==> src/hdl/motion_monitor_pkg.sv <==
// shared constants and types for the direction and acceleration monitor
`default_nettype none
package motion_monitor_pkg;
  // ==========================================================
  // register byte offsets
  localparam logic [7:0] OFS_FUNC_ENABLE = 8'h00;
  localparam logic [7:0] OFS_STATIC_SEL = 8'h04;
  localparam logic [7:0] OFS_DIR_STOP = 8'h08;
  localparam logic [7:0] OFS_ACCEL_LIMIT = 8'h0C;
  localparam logic [7:0] OFS_ACCEL_FILTER = 8'h10;
  localparam logic [7:0] OFS_ACCEL_STOP = 8'h14;
  localparam logic [7:0] OFS_BUS_DELAY = 8'h18;
  localparam logic [7:0] OFS_TELEGRAM = 8'h1C;
  localparam logic [7:0] OFS_CTRL_ONE = 8'h20;
  localparam logic [7:0] OFS_CTRL_TWO = 8'h24;
  localparam logic [7:0] OFS_STAT_ONE = 8'h28;
  localparam logic [7:0] OFS_STAT_TWO = 8'h2C;
  localparam logic [7:0] OFS_INFO_STAT = 8'h30;
  localparam logic [7:0] OFS_RES_COARSE = 8'h34;
  localparam logic [7:0] OFS_RES_FINE = 8'h38;
  localparam logic [7:0] OFS_DIAG_ACCEL = 8'h3C;
  localparam logic [7:0] OFS_DIAG_LIM_POS = 8'h40;
  localparam logic [7:0] OFS_DIAG_LIM_NEG = 8'h44;
  localparam logic [7:0] OFS_DIAG_VEL = 8'h48;
  localparam logic [7:0] OFS_MOTOR_STAT = 8'h4C;
  localparam logic [7:0] OFS_MOTOR_CMD = 8'h50;
  localparam logic [7:0] OFS_MODE = 8'h54;
  localparam logic [7:0] OFS_STANDSTILL = 8'h58;
  // ==========================================================
  // field positions
  localparam int BIT_ACCEL_ENABLE = 20;
  localparam int BIT_STATIC_POS = 12;
  localparam int BIT_STATIC_NEG = 13;
  localparam int BIT_ACCEL_WORD = 8;
  localparam int BIT_CMD_ON = 0;
  localparam int BIT_CMD_OFF = 1;
  localparam int BIT_CMD_ACK = 2;
  localparam int BIT_MODE_ENCODER = 0;
  // ==========================================================
  // reset values and fixed figures
  localparam logic [15:0] RES_COARSE_VAL = 16'h0010;
  localparam logic [15:0] RES_FINE_VAL = 16'h0001;
  localparam logic [7:0] ESR_MIN_CODE = 8'h0A;
  localparam logic [15:0] MSG_CODE_VAL = 16'h1711;
  localparam logic [15:0] TEL_30 = 16'h001E;
  localparam logic [15:0] TEL_31 = 16'h001F;
  localparam logic [15:0] TEL_901 = 16'h0385;
  localparam logic [15:0] TEL_902 = 16'h0386;
  localparam logic [15:0] TEL_903 = 16'h0387;
  localparam logic [15:0] STANDSTILL_RST = 16'h0010;
  // ==========================================================
  // timing
  localparam longint CLK_HZ = 10000000;
  localparam longint START_TIMEOUT_S = 5;
  localparam int START_TIMEOUT_CYC = int'(START_TIMEOUT_S * CLK_HZ);
  // ==========================================================
  // types
  typedef enum logic [3:0] {
    MOTOR_PULSE_OFF = 4'b0001,
    MOTOR_STARTING = 4'b0010,
    MOTOR_RUNNING = 4'b0100,
    MOTOR_STOPPING = 4'b1000
  } motor_state_type;
  typedef struct packed {
    logic safe_torque_off;
    logic stop_req;
    logic [7:0] stop_code;
    logic extended_stop_retract;
    logic msg_valid;
  } safe_reaction_type;
endpackage
`default_nettype wire

==> src/hdl/safe_direction_accel_monitor.sv <==
// direction monitor and acceleration limit monitor with AHB-Lite registers
//
// Notes on behaviour
// RULE1 - operator fixes setpoint, deselects, reselects, then acknowledges a direction stop
// RULE2 - static direction monitor: always with encoder, from each switch-on without
// RULE3 - static positive monitor from bit 12, negative from bit 13
// RULE4 - static direction monitor uses stop response index 0
// RULE5 - encoderless: after switch-off, safe torque off below standstill limit
// RULE6 - encoderless: ON command leaves pulse suppression and starts
// RULE7 - no minimum current within 5 s: back to suppression, raise message
// RULE8 - acceleration limit checked only when accelerating, never when braking
// RULE9 - acceleration monitor enabled only by enable bit 20
// RULE10 - controller selects acceleration monitor with control word bit 8
// RULE11 - selection takes effect immediately
// RULE12 - control and status bits honoured only in telegrams 30, 31, 901-903
// RULE13 - one limit applied to both rotation directions
// RULE14 - limit must be at least ten times fine resolution; the code does not check accel_lim_reg and accepts any value
// RULE15 - coarse and fine resolution readable
// RULE16 - velocity limit for present acceleration readable
// RULE17 - measured acceleration and both applied limits readable
// RULE18 - measured acceleration filtered with configurable time constant
// RULE19 - limit exceeded triggers configured acceleration stop response
// RULE20 - monitor result in status word bit 8 while configured and selected
// RULE21 - bus failure runs extended stop-retract only if stop code >= 10
// RULE22 - result also in info-channel status word bit 8
// RULE23 - acceleration is speed change per monitoring cycle
`default_nettype none
module safe_direction_accel_monitor
  import motion_monitor_pkg::*;
#(
  parameter int START_TIMEOUT = START_TIMEOUT_CYC
) (
  // clock and reset
  input wire logic core_clk_in,
  input wire logic resetn_in,
  // AHB-Lite slave
  input wire logic hsel_in,
  input wire logic [31:0] haddr_in,
  input wire logic [1:0] htrans_in,
  input wire logic hwrite_in,
  input wire logic [2:0] hsize_in,
  input wire logic hready_in,
  input wire logic [31:0] hwdata_in,
  output logic hreadyout_out,
  output logic hresp_out,
  output logic [31:0] hrdata_out,
  // drive side
  input wire logic signed [15:0] speed_in,
  input wire logic min_current_in,
  input wire logic comm_fail_in,
  // safety reactions
  output logic sto_out,
  output logic stop_req_out,
  output logic [7:0] stop_code_out,
  output logic esr_out,
  output logic msg_valid_out
);
  // ==========================================================
  // reset release
  logic rst_meta_reg, rst_sync_reg;
  always_ff @(posedge core_clk_in or negedge resetn_in) begin
    if (!resetn_in) begin
      rst_meta_reg <= 1'b0;
      rst_sync_reg <= 1'b0;
    end else begin
      rst_meta_reg <= 1'b1;
      rst_sync_reg <= rst_meta_reg;
    end
  end
  wire logic rstn = rst_sync_reg;

  // ==========================================================
  // pin synchronisers: a change counts when stages two and three agree
  logic [2:0] cur_sync_reg, fail_sync_reg;
  logic cur_ok_reg, fail_reg;
  always_ff @(posedge core_clk_in or negedge rstn) begin
    if (!rstn) begin
      cur_sync_reg <= 3'h0;
      fail_sync_reg <= 3'h0;
      cur_ok_reg <= 1'b0;
      fail_reg <= 1'b0;
    end else begin
      cur_sync_reg <= {cur_sync_reg[1:0], min_current_in};
      fail_sync_reg <= {fail_sync_reg[1:0], comm_fail_in};
      if (cur_sync_reg[1] == cur_sync_reg[2]) cur_ok_reg <= cur_sync_reg[2];
      if (fail_sync_reg[1] == fail_sync_reg[2]) fail_reg <= fail_sync_reg[2];
    end
  end

  // ==========================================================
  // bus front end
  logic wr_pend_reg, wr_pend_next;
  logic [7:0] wr_addr_reg, wr_addr_next;
  logic [31:0] rdata_next;
  wire logic addr_ph = hsel_in && hready_in && htrans_in[1];

  // ==========================================================
  // configuration registers
  logic [31:0] func_en_reg, func_en_next;
  logic [31:0] static_sel_reg, static_sel_next;
  logic [7:0] dir_stop_reg, dir_stop_next;
  logic [15:0] accel_lim_reg, accel_lim_next;
  logic [2:0] filt_shift_reg, filt_shift_next;
  logic [7:0] accel_stop_reg, accel_stop_next;
  logic [15:0] bus_delay_reg, bus_delay_next;
  logic [15:0] telegram_reg, telegram_next;
  logic [15:0] ctrl_one_reg, ctrl_one_next;
  logic [15:0] ctrl_two_reg, ctrl_two_next;
  logic encoder_reg, encoder_next;
  logic [15:0] standstill_reg, standstill_next;

  // ==========================================================
  // monitor state
  logic signed [15:0] speed_prev_reg;
  logic signed [16:0] accel_raw;
  logic signed [16:0] filt_reg, filt_next;
  logic accel_active_reg, accel_active_next;
  logic accel_trip_reg, accel_trip_next;
  logic dir_trip_reg, dir_trip_next;
  logic esr_reg, esr_next;
  logic msg_reg, msg_next;
  logic sto_reg, sto_next;
  logic stop_req_reg, stop_req_next;
  logic [7:0] stop_code_reg, stop_code_next;
  logic [15:0] vel_lim_reg, vel_lim_next;
  motor_state_type mstate_reg, mstate_next;
  logic [31:0] start_cnt_reg, start_cnt_next;

  // derived selection terms
  logic tel_ok, tel_word_one, accel_sel, dir_active, accelerating, over_lim;
  logic cmd_on, cmd_off, cmd_ack, speed_small;
  logic signed [16:0] lim_s, diff_s;
  logic [15:0] speed_abs;

  always_comb begin
    tel_word_one = (telegram_reg == TEL_30) || (telegram_reg == TEL_31);
    tel_ok = tel_word_one || (telegram_reg == TEL_901) ||
             (telegram_reg == TEL_902) || (telegram_reg == TEL_903); // RULE12
    accel_sel = tel_ok && (tel_word_one ? ctrl_one_reg[BIT_ACCEL_WORD]
                                        : ctrl_two_reg[BIT_ACCEL_WORD]); // RULE10
    accel_raw = 17'(speed_in) - 17'(speed_prev_reg); // RULE23
    lim_s = $signed({1'b0, accel_lim_reg});
    diff_s = accel_raw - filt_reg;
    // braking has acceleration opposite to speed, so it never reaches the compare
    accelerating = (speed_in >= 16'sh0000) ? (filt_reg > 17'sh00000)
                                           : (filt_reg < 17'sh00000); // RULE8
    over_lim = (filt_reg > lim_s) || (filt_reg < -lim_s); // RULE13
    speed_abs = speed_in[15] ? 16'(-speed_in) : speed_in;
    speed_small = speed_abs < standstill_reg;
    // encoderless static monitor follows the motor being switched on
    dir_active = encoder_reg || (mstate_reg == MOTOR_RUNNING) ||
                 (mstate_reg == MOTOR_STARTING); // RULE2
    cmd_on = wr_pend_reg && (wr_addr_reg == OFS_MOTOR_CMD) && hwdata_in[BIT_CMD_ON];
    cmd_off = wr_pend_reg && (wr_addr_reg == OFS_MOTOR_CMD) && hwdata_in[BIT_CMD_OFF];
    cmd_ack = wr_pend_reg && (wr_addr_reg == OFS_MOTOR_CMD) && hwdata_in[BIT_CMD_ACK];
  end

  // ==========================================================
  // next-state logic
  always_comb begin
    wr_pend_next = addr_ph && hwrite_in;
    wr_addr_next = {haddr_in[7:2], 2'b00};
    func_en_next = func_en_reg;
    static_sel_next = static_sel_reg;
    dir_stop_next = dir_stop_reg;
    accel_lim_next = accel_lim_reg;
    filt_shift_next = filt_shift_reg;
    accel_stop_next = accel_stop_reg;
    bus_delay_next = bus_delay_reg;
    telegram_next = telegram_reg;
    ctrl_one_next = ctrl_one_reg;
    ctrl_two_next = ctrl_two_reg;
    encoder_next = encoder_reg;
    standstill_next = standstill_reg;
    if (wr_pend_reg) begin
      unique case (wr_addr_reg)
        OFS_FUNC_ENABLE: func_en_next = hwdata_in;
        OFS_STATIC_SEL: static_sel_next = hwdata_in;
        OFS_DIR_STOP: dir_stop_next = hwdata_in[7:0];
        OFS_ACCEL_LIMIT: accel_lim_next = hwdata_in[15:0];
        OFS_ACCEL_FILTER: filt_shift_next = hwdata_in[2:0];
        OFS_ACCEL_STOP: accel_stop_next = hwdata_in[7:0];
        OFS_BUS_DELAY: bus_delay_next = hwdata_in[15:0];
        OFS_TELEGRAM: telegram_next = hwdata_in[15:0];
        OFS_CTRL_ONE: ctrl_one_next = hwdata_in[15:0];
        OFS_CTRL_TWO: ctrl_two_next = hwdata_in[15:0];
        OFS_MODE: encoder_next = hwdata_in[BIT_MODE_ENCODER];
        OFS_STANDSTILL: standstill_next = hwdata_in[15:0];
        default: ;
      endcase
    end

    // first-order filter, time constant 2**shift cycles
    filt_next = filt_reg + (diff_s >>> filt_shift_reg); // RULE18
    accel_active_next = func_en_reg[BIT_ACCEL_ENABLE] && accel_sel; // RULE9 RULE11

    // trips are sticky; an event in the acknowledge cycle is kept
    accel_trip_next = (accel_trip_reg && !cmd_ack) ||
                      (accel_active_reg && accelerating && over_lim); // RULE19
    dir_trip_next = (dir_trip_reg && !cmd_ack) || (dir_active &&
                    ((static_sel_reg[BIT_STATIC_POS] && speed_in < 16'sh0000) ||
                     (static_sel_reg[BIT_STATIC_NEG] && speed_in > 16'sh0000))); // RULE3
    esr_next = (esr_reg && !cmd_ack) || (fail_reg && (bus_delay_reg != 16'h0000) &&
               accel_active_reg && (accel_stop_reg >= ESR_MIN_CODE)); // RULE21
    stop_req_next = accel_trip_next || dir_trip_next;
    stop_code_next = accel_trip_next ? accel_stop_reg :
                     dir_trip_next ? dir_stop_reg : 8'h00; // RULE4
    vel_lim_next = 16'(speed_prev_reg + (speed_in[15] ? -lim_s : lim_s)); // RULE16

    // encoderless switch-on and switch-off sequence
    mstate_next = mstate_reg;
    start_cnt_next = 32'h0000_0000;
    msg_next = msg_reg && !cmd_ack;
    unique case (mstate_reg)
      MOTOR_PULSE_OFF: begin
        if (cmd_on) mstate_next = MOTOR_STARTING; // RULE6
      end
      MOTOR_STARTING: begin
        start_cnt_next = start_cnt_reg + 32'h0000_0001;
        if (encoder_reg || cur_ok_reg) begin
          mstate_next = MOTOR_RUNNING;
        end else if (start_cnt_reg >= 32'(START_TIMEOUT - 1)) begin
          mstate_next = MOTOR_PULSE_OFF; // RULE7
          msg_next = 1'b1;
        end
      end
      MOTOR_RUNNING: begin
        if (cmd_off) mstate_next = MOTOR_STOPPING;
      end
      MOTOR_STOPPING: begin
        if (speed_small) mstate_next = MOTOR_PULSE_OFF; // RULE5
      end
    endcase
    sto_next = (mstate_next == MOTOR_PULSE_OFF);

    // read data captured in the address phase, presented in the data phase
    rdata_next = 32'h0000_0000;
    if (addr_ph && !hwrite_in) begin
      unique case ({haddr_in[7:2], 2'b00})
        OFS_FUNC_ENABLE: rdata_next = func_en_reg;
        OFS_STATIC_SEL: rdata_next = static_sel_reg;
        OFS_DIR_STOP: rdata_next = {24'h000000, dir_stop_reg};
        OFS_ACCEL_LIMIT: rdata_next = {16'h0000, accel_lim_reg};
        OFS_ACCEL_FILTER: rdata_next = {29'h00000000, filt_shift_reg};
        OFS_ACCEL_STOP: rdata_next = {24'h000000, accel_stop_reg};
        OFS_BUS_DELAY: rdata_next = {16'h0000, bus_delay_reg};
        OFS_TELEGRAM: rdata_next = {16'h0000, telegram_reg};
        OFS_CTRL_ONE: rdata_next = {16'h0000, ctrl_one_reg};
        OFS_CTRL_TWO: rdata_next = {16'h0000, ctrl_two_reg};
        OFS_STAT_ONE: rdata_next = 32'({tel_word_one && accel_active_reg, 8'h00}); // RULE20
        OFS_STAT_TWO: rdata_next = 32'({!tel_word_one && accel_active_reg, 8'h00}); // RULE20
        OFS_INFO_STAT: rdata_next = 32'({accel_active_reg, 8'h00}); // RULE22
        OFS_RES_COARSE: rdata_next = {16'h0000, RES_COARSE_VAL}; // RULE15
        OFS_RES_FINE: rdata_next = {16'h0000, RES_FINE_VAL}; // RULE15
        OFS_DIAG_ACCEL: rdata_next = 32'(filt_reg); // RULE17
        OFS_DIAG_LIM_POS: rdata_next = {16'h0000, accel_lim_reg}; // RULE17
        OFS_DIAG_LIM_NEG: rdata_next = 32'(-lim_s); // RULE17
        OFS_DIAG_VEL: rdata_next = {16'h0000, vel_lim_reg};
        OFS_MOTOR_STAT: rdata_next = {MSG_CODE_VAL, 6'h00, esr_reg, dir_trip_reg,
                                      accel_trip_reg, msg_reg, sto_reg, mstate_reg,
                                      accel_active_reg};
        OFS_MODE: rdata_next = {31'h00000000, encoder_reg};
        OFS_STANDSTILL: rdata_next = {16'h0000, standstill_reg};
        default: rdata_next = 32'h0000_0000;
      endcase
    end
  end

  // ==========================================================
  // registers
  always_ff @(posedge core_clk_in or negedge rstn) begin
    if (!rstn) begin
      wr_pend_reg <= 1'b0;
      wr_addr_reg <= 8'h00;
      hrdata_out <= 32'h0000_0000;
      hreadyout_out <= 1'b0;
      hresp_out <= 1'b0;
      func_en_reg <= 32'h0000_0000;
      static_sel_reg <= 32'h0000_0000;
      dir_stop_reg <= 8'h00;
      accel_lim_reg <= 16'h0000;
      filt_shift_reg <= 3'h0;
      accel_stop_reg <= 8'h00;
      bus_delay_reg <= 16'h0000;
      telegram_reg <= 16'h0000;
      ctrl_one_reg <= 16'h0000;
      ctrl_two_reg <= 16'h0000;
      encoder_reg <= 1'b0;
      standstill_reg <= STANDSTILL_RST;
      speed_prev_reg <= 16'sh0000;
      filt_reg <= 17'sh00000;
      accel_active_reg <= 1'b0;
      accel_trip_reg <= 1'b0;
      dir_trip_reg <= 1'b0;
      esr_reg <= 1'b0;
      msg_reg <= 1'b0;
      sto_reg <= 1'b1;
      stop_req_reg <= 1'b0;
      stop_code_reg <= 8'h00;
      vel_lim_reg <= 16'h0000;
      mstate_reg <= MOTOR_PULSE_OFF;
      start_cnt_reg <= 32'h0000_0000;
    end else begin
      wr_pend_reg <= wr_pend_next;
      wr_addr_reg <= wr_addr_next;
      hrdata_out <= rdata_next;
      hreadyout_out <= 1'b1;
      hresp_out <= 1'b0;
      func_en_reg <= func_en_next;
      static_sel_reg <= static_sel_next;
      dir_stop_reg <= dir_stop_next;
      accel_lim_reg <= accel_lim_next;
      filt_shift_reg <= filt_shift_next;
      accel_stop_reg <= accel_stop_next;
      bus_delay_reg <= bus_delay_next;
      telegram_reg <= telegram_next;
      ctrl_one_reg <= ctrl_one_next;
      ctrl_two_reg <= ctrl_two_next;
      encoder_reg <= encoder_next;
      standstill_reg <= standstill_next;
      speed_prev_reg <= speed_in;
      filt_reg <= filt_next;
      accel_active_reg <= accel_active_next;
      accel_trip_reg <= accel_trip_next;
      dir_trip_reg <= dir_trip_next;
      esr_reg <= esr_next;
      msg_reg <= msg_next;
      sto_reg <= sto_next;
      stop_req_reg <= stop_req_next;
      stop_code_reg <= stop_code_next;
      vel_lim_reg <= vel_lim_next;
      mstate_reg <= mstate_next;
      start_cnt_reg <= start_cnt_next;
    end
  end

  always_comb begin
    sto_out = sto_reg;
    stop_req_out = stop_req_reg;
    stop_code_out = stop_code_reg;
    esr_out = esr_reg;
    msg_valid_out = msg_reg;
  end

  // ==========================================================
  // checks
  AST_ACCEL_SELECT: assert property (@(posedge core_clk_in) disable iff (!rstn) // RULE11
    accel_active_reg == $past(func_en_reg[BIT_ACCEL_ENABLE] && accel_sel))
    else $error("accel monitor activation lags selection");
  AST_ENABLE_BIT: assert property (@(posedge core_clk_in) disable iff (!rstn) // RULE9
    !func_en_reg[BIT_ACCEL_ENABLE] ##1 !func_en_reg[BIT_ACCEL_ENABLE]
    |-> !accel_active_reg)
    else $error("accel monitor active while disabled");
  AST_TELEGRAM: assert property (@(posedge core_clk_in) disable iff (!rstn) // RULE12
    !tel_ok ##1 !tel_ok |-> !accel_active_reg)
    else $error("accel monitor active with foreign telegram");
  AST_NO_BRAKE_TRIP: assert property (@(posedge core_clk_in) disable iff (!rstn) // RULE8
    $rose(accel_trip_reg) |-> $past(accelerating && over_lim && accel_active_reg))
    else $error("accel trip without acceleration over limit");
  AST_STOP_CODE: assert property (@(posedge core_clk_in) disable iff (!rstn) // RULE19
    accel_trip_reg |-> stop_req_out && stop_code_out == $past(accel_stop_reg))
    else $error("accel stop response not applied");
  AST_DIR_CODE: assert property (@(posedge core_clk_in) disable iff (!rstn) // RULE4
    dir_trip_reg && !accel_trip_reg |-> stop_code_out == $past(dir_stop_reg))
    else $error("direction stop response not applied");
  AST_ESR_GATE: assert property (@(posedge core_clk_in) disable iff (!rstn) // RULE21
    $rose(esr_reg) |-> $past(fail_reg && accel_active_reg && accel_stop_reg >= ESR_MIN_CODE &&
    bus_delay_reg != 16'h0000))
    else $error("extended stop-retract with wrong response code");
  AST_ON_START: assert property (@(posedge core_clk_in) disable iff (!rstn) // RULE6
    mstate_reg == MOTOR_PULSE_OFF && cmd_on |=> mstate_reg == MOTOR_STARTING ##1 !sto_reg)
    else $error("on command did not start the motor");
  AST_START_TIMEOUT: assert property (@(posedge core_clk_in) disable iff (!rstn) // RULE7
    $rose(msg_reg) |-> $past(start_cnt_reg) == 32'(START_TIMEOUT - 1) && sto_reg)
    else $error("start timeout message at wrong count");
  AST_STANDSTILL_STO: assert property (@(posedge core_clk_in) disable iff (!rstn) // RULE5
    mstate_reg == MOTOR_STOPPING && speed_small |=> sto_reg)
    else $error("no torque off below standstill");
endmodule
`default_nettype wire

==> config.mk <==
export PLATFORM = sky130hd
export DESIGN_NAME = safe_direction_accel_monitor
export DESIGN_NICKNAME = d
export VERILOG_FILES = /design/src/hdl/motion_monitor_pkg.sv /design/src/hdl/safe_direction_accel_monitor.sv
export SDC_FILE = /design/constraint.sdc
export NUM_CORES = 1
export LEC_CHECK = 0
export ABC_AREA = 1
export BUFFER_PORTS_ARGS = -buffer_cell sky130_fd_sc_hd__clkbuf_2
export CAP_MARGIN = 20
export CORE_ASPECT_RATIO = 0.6
export CORE_UTILIZATION = 45
export CTS_CLUSTER_SIZE = 24
export DETAILED_ROUTE_END_ITERATION = 7
export GPL_TIMING_DRIVEN = 0
export PLACE_DENSITY = 0.7
export SLEW_MARGIN = 30
export SYNTH_ARGS = -nofsm -noshare
export SYNTH_HDL_FRONTEND = slang
export SYNTH_SLANG_ARGS = --single-unit
==> constraint.sdc <==
create_clock -name core_clk_in -period 26.2 [get_ports core_clk_in]
set_clock_uncertainty 0.2 [all_clocks]
set_input_delay 5.24 -clock core_clk_in [delete_from_list [all_inputs] [get_ports core_clk_in]]
set_output_delay 5.24 -clock core_clk_in [all_outputs]
set_load 0.005 [all_outputs]
==> out/results.ini, run 1 <==
[cts]
post_cts_buffers=0
cts_tree=done
clock-sinks=330
cts_buffers=34
path_clk_slew_ps=60
cts-resized-gates=0
clock_tree.buffer_depth=3
clock_latency_ps=550
cts_max_level=2
cts_root_buf=clkbuf_16
hold_buffers=0

[placement]
placed_area_mm2=0.02108
detailedPlace.worstSlack_ps=16360
place_congestion=1.015
portBuffers=106
dpl.hpwl_um=57930

[sta]
worst_pin_slew_ps=1026
rsz0062_at_grt=no
period_needed_ps=9423
setup_ws_ps=16780
hold_viol=0
period_share_pct=35.97
max_slew_margin_pct=31.58
max_freq_mhz=106.1
finalSetupTns_ps=0
slew_violations=0
finalSetupViolCount=0

[synthesis]
synth_cells=2525
synthTopCellsByCount=626 x nand2_1, 327 x dfrtp_1, 313 x inv_1, 254 x o21ai_0, 190 x nand3_1
synth-edff-count=0
synthTopCellsByArea=dfrtp_1 42%, nand2_1 12%, o21ai_0 6.5%, ha_1 6.4%, inv_1 6.0%
avgSynthCellArea_um2=7.789
synth_cell_types=63
yosysTopAreaCell=dfrtp_1
ys_ff_latch=330
ys.flop_type=dfrtp_1
async_reset_ff_share_pct=100.0
synth_warnings=0
ys_seq_area_share_pct=42.01
yosysTopAreaCellShare_pct=41.61
syn_area_mm2=0.01967
synth_most_common_cell=nand2_1

[floorplanning]
initial_core_util_pct=46.33
fp.dieW_um=271.9
placementRows=58
die_h_um=163.9
num_io_pins=138
die_area_mm2=0.04457
coreArea_mm2=0.04245

[route]
dr_total_vias=18859
wl_met3_um=9964
highest_layer=met5
initialDrtViolationCount=2702
met1_length_um=35140
wl_met2_um=27160
vias_per_cell=5.774
dr.pass1.iters=6
wl_per_cell_um=22.50
wl_um=73490
drc=0
antenna_left=0

[power_and_ir_drop]
p_per_area_mw_per_mm2=95.90
cellLeakagePower_nw=11.65
irDropWorstVdd_uv=68.27
power_mw=2.126

[finish]
multiInputGateArea_mm2=0.009877
nFillCells=4137
nets=2885
syn_to_final_growth_pct=12.72
fin_util_pct=52.22
design_area_mm2=0.02217
drive_above_1_share_pct=9.722
regArea_mm2=0.008265

[global_route]
grt_max_degree=54
gr-total-overflow=0
antenna_found_initial=3
grt_use_total_pct=33.14
grt_pass1_vias=17453
grt_pass1_wl_um=109600

[setup_path]
critPathLaunchType=input pin
crit_type=input pin to flip-flop
end_kind=flip-flop
ff2ff_path_depth=24
critPathMaxFanout=5
worstPathRequired_ps=26470
reg2reg_from=filt_reg[0]
startpoint=speed_in[0]
arrival_ps=9690

[run]
maxCapViolations=0

[status]
outcome=completed

[worst_hold_path]
hp-class=flip-flop to async pin

==> layer usage <==
layer / GRT usage [%] / vias to the layer above
li1: - / 8595
met4: 5.822 / 2
met3: 11.10 / 86
met5: 0 / -
met2: 42.34 / 1074
met1: 52.78 / 9102
==> path summary, 6_finish.rpt <==
path | slack (ps) | end
max | 16780 | filt_reg[10]
min | 140 | bus_delay_reg[15]
max reg2reg | 21080 | filt_reg[10]
min reg2reg | 140 | bus_delay_reg[15]
max in group asynchronous | 21410 | rst_sync_reg
min in group core_clk_in | 140 | rst_sync_reg
==> layout make-up <==
class / count / area share [%]
diodes: 1 / 0.01129
plain buffers: 69 / 1.377
clock buffers: 42 / 4.199
clock inverters: 14 / 0.6829
inverters: 327 / 5.548
multi-input cells: 1800 / 44.55
flip-flops and latches: 330 / 37.28
well taps: 570 / 3.217
repair buffers: 113 / 3.127
==> power breakdown <==
part / internal [mW] / leakage (nW) / switching [mW]
Clock: 0.274 / 0.519 / 0.223
Sequential: 0.561 / 3.50 / 0.0511
Combinational: 0.335 / 7.63 / 0.683
==> kinds of logic after synthesis <==
family / share of synthesized area [%]
flip-flops: 42.01
buffers and inverters: 7.806
AND/OR/NAND/NOR: 25.19
adder cells (fa/ha/maj): 8.296
XOR/XNOR: 3.073
AO/OA/AOI/OAI: 13.54
other: 0.03818
multiplexers: 0.05090
==> cell usage in the layout (no fill, tap or decap), types with 10 or more instances in the layout <==
master	count
nand2_1	626
dfrtp_1	326
inv_1	313
o21ai_0	254
nand3_1	190
nor2_1	178
clkbuf_2	106
a21oi_1	105
ha_1	100
xor2_1	54
clkbuf_1	51
clkbuf_16	34
nor3_1	33
nand4_1	27
o22ai_1	21
fa_1	18
a22oi_1	17
nor2_2	16
xnor2_1	15
a221oi_1	13
nor2_4	12
a211oi_1	12
inv_2	11
nand2_2	11
buf_2	10
nor4_1	10
==> worst max-delay path, stage by stage <==
cell,delay [ps]
clkbuf_2,140
fa_1,580
inv_1,50
ha_1,160
inv_1,50
nand2_1,90
fa_1,440
nand2_1,80
nand2_1,70
nand3_1,70
nand2_1,90
xor2_1,360
nand2_1,130
nand3_1,130
nand3_1,80
o21ai_0,90
ha_1,180
inv_1,60
fa_1,410
o21ai_1,260
a21oi_1,200
o21ai_1,350
nand3_1,120
nand2_1,90
xor2_1,150
==> stage by stage <==
stage               std cells  hold slack, ps
finish                   3266           137.0
global route             3265           145.0
CTS                      3265           149.4
detailed placement       3209           135.7
global placement         3202           133.8
floorplan                2526           131.2
Power figures use the tool's default switching activity.
==> run 2: changes to the inputs <==
--- a/config.mk
+++ b/config.mk
@@ -13,7 +13,7 @@
 export CTS_CLUSTER_SIZE = 24
 export DETAILED_ROUTE_END_ITERATION = 7
 export GPL_TIMING_DRIVEN = 0
-export PLACE_DENSITY = 0.7
+export PLACE_DENSITY = 0.73
 export SLEW_MARGIN = 30
 export SYNTH_ARGS = -nofsm -noshare
 export SYNTH_HDL_FRONTEND = slang
==> constraint.sdc (replaced) <==
create_clock -name core_clk_in -period 7.8 [get_ports core_clk_in]
set_clock_uncertainty 0.2 [all_clocks]
set_input_delay 1.56 -clock core_clk_in [delete_from_list [all_inputs] [get_ports core_clk_in]]
set_output_delay 1.56 -clock core_clk_in [all_outputs]
set_load 0.005 [all_outputs]
==> run 2 against run 1 <==
Net effect: combinational power increased to 3.3 times the previous value; core utilization increased by 0.071 points; clock-buffer cell count increased by 4; total power increased to 3.3 times the previous value; critical path type unchanged; via count increased by 0.92%; cell count about the same; critical endpoint is now filt_reg[16]; sequential share of layout area decreased by 0.050 points; highest routed layer is now met4; global-route usage decreased by 0.21 points; largest power group unchanged; clock power increased to 3.4 times the previous value; register-to-register slack got worse by 18000 ps.
==> out/results.ini, run 2 (synthesized netlist as in run 1, its figures left out) <==
[status]
outcome=completed

[sta]
finalSetupViolCount=0  ; unchanged
period_needed_ps=5776
period_share_pct=74.05
max_freq_mhz=173.1
max_slew_margin_pct=28.28  ; -3.3 points
slew_violations=0  ; unchanged
finalSetupTns_ps=0  ; unchanged
rsz0062_at_grt=no
hold_viol=0  ; unchanged
worst_pin_slew_ps=1065  ; +38.21 ps

[route]
vias_per_cell=5.822  ; +0.83%
dr_total_vias=19033  ; +0.92%
initialDrtViolationCount=2832  ; +4.8%
wl_um=73000  ; -0.66%
antenna_left=0  ; unchanged
wl_per_cell_um=22.33  ; -0.75%
dr.pass1.iters=7  ; +1
drc=0  ; unchanged

[floorplanning]
coreArea_mm2=0.04245  ; unchanged
initial_core_util_pct=46.33  ; unchanged
fp.dieW_um=271.9  ; unchanged
placementRows=58  ; unchanged
die_h_um=163.9  ; unchanged
num_io_pins=138  ; unchanged
die_area_mm2=0.04457  ; unchanged

[finish]
fin_util_pct=52.29  ; +0.071 points
layout_common_cells=626 x nand2_1, 326 x dfrtp_1, 313 x inv_1
mostFrequentLayoutCell=nand2_1
drive_above_1_share_pct=9.637  ; -0.085 points
nFillCells=4057  ; -1.9%
syn_to_final_growth_pct=12.87
nets=2886  ; +0.035%

[global_route]
grt_max_degree=50  ; -7.4%
antenna_found_initial=0  ; -3
gr-total-overflow=0  ; unchanged
grt_pass1_vias=17519  ; +0.38%
grt_pass1_wl_um=109400  ; -0.16%
grt_use_total_pct=32.93  ; -0.21 points

[setup_path]
worstReg2RegEnd=filt_reg[16]
crit_chain=clkbuf_2 -> fa_1 -> inv_1 -> ha_1 -> inv_1 -> nand2_1 -> fa_1 -> nand2_1 -> nand2_1 -> nand3_1 -> nand2_1 -> nand2_1 -> nand4_1 -> nand3_1 -> nand3_1 -> nand3_1 -> o21ai_0 -> ha_1 -> a21o_1 -> a21oi_1 -> o21ai_1 -> nand2_1 -> nand3_1 -> xnor2_1
reg2reg_from=filt_reg[0]
max_stage_delay_ps=590  ; about the same
cp_slowest_cell=fa_1
critPathMaxFanout=5  ; unchanged
worstPathRequired_ps=8020  ; -18450 ps
ff2ff_path_depth=23  ; -4.2%
crit_top_cell=nand2_1
critPathLaunchType=input pin
arrival_ps=5990  ; -3700 ps
crit_family=adder cells
startpoint=speed_in[0]
end_kind=flip-flop
crit_type=input pin to flip-flop
crit_buf_inv=3  ; -1
r2r_slack_ps=2760  ; -18320 ps

[cts]
cts-resized-gates=0  ; unchanged
clock_latency_ps=540  ; about the same
cts_max_level=2  ; unchanged
clock-sinks=330  ; unchanged
hold_buffers=0  ; unchanged
cts_root_buf=clkbuf_16
clock_tree.buffer_depth=3  ; unchanged
path_clk_slew_ps=70  ; about the same
cts_tree=done
post_cts_buffers=0  ; unchanged
cts_buffers=34  ; unchanged

[placement]
dpl.hpwl_um=57380  ; -0.96%
portBuffers=106  ; unchanged
place_congestion=1.123  ; +11%

[power_and_ir_drop]
cellLeakagePower_nw=11.67  ; +0.20%
power_mw=7.114  ; +230%
p_per_area_mw_per_mm2=320.5  ; +230%
irDropWorstVdd_uv=220.8  ; +220%

[run]
maxCapViolations=0  ; unchanged

[worst_hold_path]
hp-class=flip-flop to async pin

-- run 2: changes by cell type in the layout (fill, tap and decap cells not counted), moves of 2 or more --
cell        before  now
clkinvlp_4       5    2
clkbuf_1        51   55
buf_12           4    6
o21ai_1          7   10
o21ai_0        254  251
inv_6            1    3
-- run 2: report_power, final --
group	internal [mW]	switching, mW
Combinational	1.13	2.25
Clock	0.939	0.737
Sequential	1.88	0.178
Total	3.95	3.17
-- run 2: metal layers --
layer | track usage [%] | routed length [um] | part of all wire, % | vias to the layer above
li1 | - | - | - | 8597
met3 | 12.15 | 10660 | 15 | 112
met4 | 5.209 | 1087 | 1.5 | 0
met1 | 50.65 | 33220 | 46 | 9162
met2 | 43.75 | 28030 | 38 | 1162
met5 | 0 | 0 | 0 | -
-- run 2: layout make-up --
type                            instances  area (um^2)  area share [%]
Antenna cell                            1        2.502         0.01127
Inverter                              327         1230           5.541
Multi-Input combinational cell       1800         9874           44.48
Buffer                                 69        305.3           1.375
Clock buffer                           46        957.2           4.312
Timing Repair Buffer                  114        705.7           3.179
Tap cell                              570        713.2           3.213
Clock inverter                         12        145.1          0.6538
Sequential cell                       330         8265           37.23
-- run 2: how the worst max path moves through the flow --
| stage | to | slack [ps] | cells after the start |
|---|---|---|---|
| 3_5_place_dp | filt_reg[10] | 1600 | 25 |
| 6_report | filt_reg[16] | 2020 | 24 |
| 2_1_floorplan | accel_active_reg | 2210 | 0 |
| 3_3_place_gp | hrdata_out[27] | 200 | 0 |
| 4_1_cts | filt_reg[10] | 2120 | 25 |
| 5_1_grt | filt_reg[12] | 1650 | 24 |
-- run 2: metrics by stage --
stage / hold WS (ps) / worst slack [ps] / cell area [um^2] / instances
6_report: 125.9 / 2024 / 22200 / 3269
4_1_cts: 145.4 / 2122 / 22200 / 3268
2_1_floorplan: 131.1 / 2207 / 19670 / 2526
3_5_place_dp: 136.8 / 1598 / 21090 / 3210
3_3_place_gp: 135.1 / 204.5 / 20920 / 3202
5_1_grt: 159.1 / 1645 / 22200 / 3268
==> run 3: changes to the inputs <==
--- a/config.mk
+++ b/config.mk
@@ -13,7 +13,7 @@
 export CTS_CLUSTER_SIZE = 24
 export DETAILED_ROUTE_END_ITERATION = 7
 export GPL_TIMING_DRIVEN = 0
-export PLACE_DENSITY = 0.73
+export PLACE_DENSITY = 0.7
 export SLEW_MARGIN = 30
 export SYNTH_ARGS = -nofsm -noshare
 export SYNTH_HDL_FRONTEND = slang
==> constraint.sdc (replaced) <==
create_clock -name core_clk_in -period 5.8 [get_ports core_clk_in]
set_clock_uncertainty 0.2 [all_clocks]
set_input_delay 1.16 -clock core_clk_in [delete_from_list [all_inputs] [get_ports core_clk_in]]
set_output_delay 1.16 -clock core_clk_in [all_outputs]
set_load 0.005 [all_outputs]
==> run 3 against run 2 <==
Net effect: first-iteration DRC count fell by 16%; combinational power rose by 34%; clock-buffer cell count did not move; total power rose by 34%; worst setup slack got worse by 1600 ps; non-clock buffer count rose by 1; sequential share of layout area barely moved; hold slack got worse by 72 ps; flip-flop and latch count did not move; sequential power rose by 34%; core utilization barely moved; routed wire length rose by 2.7%; critical path type unchanged; critical endpoint is now filt_reg[10]; largest cell class unchanged; largest power group unchanged; highest routed layer is now met5.
==> out/results.ini, run 3 (synthesized netlist as in run 1, its figures left out) <==
[setup_path]
crit_type=input pin to flip-flop
r2r_slack_ps=760  ; -2000 ps
ff2ff_path_depth=24  ; +4.3%
cp_slowest_cell=fa_1
critPathMaxFanout=5  ; unchanged
reg2reg_from=filt_reg[0]
critPathLaunchType=input pin
worstPathRequired_ps=6060  ; -1960 ps
arrival_ps=5680  ; -310 ps
worstReg2RegEnd=filt_reg[10]
max_stage_delay_ps=590  ; about the same
crit_top_cell=nand2_1
end_kind=flip-flop

[floorplanning]
fp.dieW_um=271.9  ; unchanged
placementRows=58  ; unchanged
die_area_mm2=0.04457  ; unchanged
die_h_um=163.9  ; unchanged
initial_core_util_pct=46.33  ; unchanged
num_io_pins=138  ; unchanged
coreArea_mm2=0.04245  ; unchanged

[finish]
fin_util_pct=52.28  ; about the same
nets=2887  ; +0.035%
mostFrequentLayoutCell=nand2_1
drive_above_1_share_pct=9.748  ; +0.11 points
fin_cells=3269  ; unchanged
syn_to_final_growth_pct=12.86  ; about the same
layout_common_cells=626 x nand2_1, 326 x dfrtp_1, 313 x inv_1

[route]
dr_total_vias=18995  ; -0.20%
dr.pass1.iters=6  ; -1
antenna_left=0  ; unchanged
drc=0  ; unchanged
wl_per_cell_um=22.94  ; +2.7%
vias_per_cell=5.811  ; -0.20%
initialDrtViolationCount=2389  ; -16%
wl_um=74980  ; +2.7%

[status]
outcome=completed

[global_route]
grt_pass1_vias=17535  ; +0.091%
antenna_found_initial=2  ; +2
grt_pass1_wl_um=110900  ; +1.3%
gr-total-overflow=0  ; unchanged
grt_max_degree=53  ; +6.0%
grt_use_total_pct=33.79  ; +0.86 points

[placement]
dpl.hpwl_um=58900  ; +2.7%
detailedPlace.worstSlack_ps=-84.12  ; -1683 ps
dp.cells=3210  ; unchanged
portBuffers=106  ; unchanged
place_congestion=1.051  ; -6.4%

[power_and_ir_drop]
p_per_area_mw_per_mm2=430.2  ; +34%
power_mw=9.549  ; +34%
irDropWorstVdd_uv=355.4  ; +61%
cellLeakagePower_nw=11.68  ; about the same

[sta]
period_share_pct=93.50
setup_ws_ps=377.1  ; -1647 ps
period_needed_ps=5423
max_slew_margin_pct=32.97  ; +4.7 points
max_freq_mhz=184.4
hold_viol=0  ; unchanged
worst_pin_slew_ps=1005  ; -59.17 ps
slew_violations=0  ; unchanged
rsz0062_at_grt=no
finalSetupViolCount=0  ; unchanged

[cts]
clock-sinks=330  ; unchanged
post_cts_buffers=0  ; unchanged
cts_buffers=34  ; unchanged
cts-resized-gates=0  ; unchanged
cts_root_buf=clkbuf_16
path_clk_slew_ps=70  ; about the same
cts_tree=done
clock_tree.buffer_depth=3  ; unchanged
cts_max_level=2  ; unchanged
clock_latency_ps=550  ; about the same
hold_buffers=0  ; unchanged

[run]
maxCapViolations=0  ; unchanged

[worst_hold_path]
hp-class=flip-flop to async pin

-- run 3: changes by cell type in the layout (fill, tap and decap cells not counted), moves of 2 or more --
| cell | delta |
|---|---|
| clkbuf_1 | -2 |
| clkinv_2 | +4 |
| clkbuf_8 | +3 |
| inv_6 | -3 |
| o21ai_1 | -2 |
| o21ai_0 | +2 |
-- run 3: worst max-delay path by stage --
stage | startpoint | depth (start not counted) | slack [ps] | endpoint
2_1_floorplan | rst_sync_reg | 0 | 210 | accel_active_reg
3_3_place_gp | rst_sync_reg | 0 | -1810 | start_cnt_reg[15]
3_5_place_dp | speed_in[0] | 25 | -80 | filt_reg[10]
4_1_cts | speed_in[0] | 25 | 450 | filt_reg[10]
5_1_grt | speed_in[0] | 25 | 40 | filt_reg[10]
6_report | speed_in[0] | 25 | 380 | filt_reg[10]
-- run 3: area by class of cell --
cell class	count	area [um^2]
diodes	1	2.502
fillers	4115	20260
inverters	327	1230
multi-input cells	1800	9877
flip-flops and latches	330	8265
clock inverters	11	118.9
well taps	570	713.2
repair buffers	115	718.2
plain buffers	69	305.3
clock buffers	46	965.9
-- run 3: stage by stage --
stage                     hold WS [ps]  TNS (ps)  instance area (um^2)
after detailed placement         53.14    -213.5                 21100
after global placement           132.4   -578270                 20920
after global routing             81.99         0                 22190
after floorplan                  131.1         0                 19670
after CTS                        62.20         0                 22190
final                            53.59         0                 22200
-- run 3: critical path: cells and delay by family --
family | cells | cell delay (ps)
fa+ha+maj | 5 | 1790
buf+inv | 4 | 340
simple gates | 10 | 1000
xor+xnor | 2 | 440
compound gates | 4 | 940
-- run 3: power breakdown --
part / leakage, nW / switching, mW / internal, mW
sequential: 3.50 / 0.231 / 2.53
combinational: 7.64 / 3.02 / 1.52
clock: 0.538 / 0.993 / 1.26
-- run 3: routing by layer --
layer	up-vias	routed length (um)	track usage [%]
li1	8620	-	-
met5	-	196	3.399
met1	9210	34280	51.03
met3	108	10930	14.49
met4	4	1471	6.639
met2	1053	28110	43.47
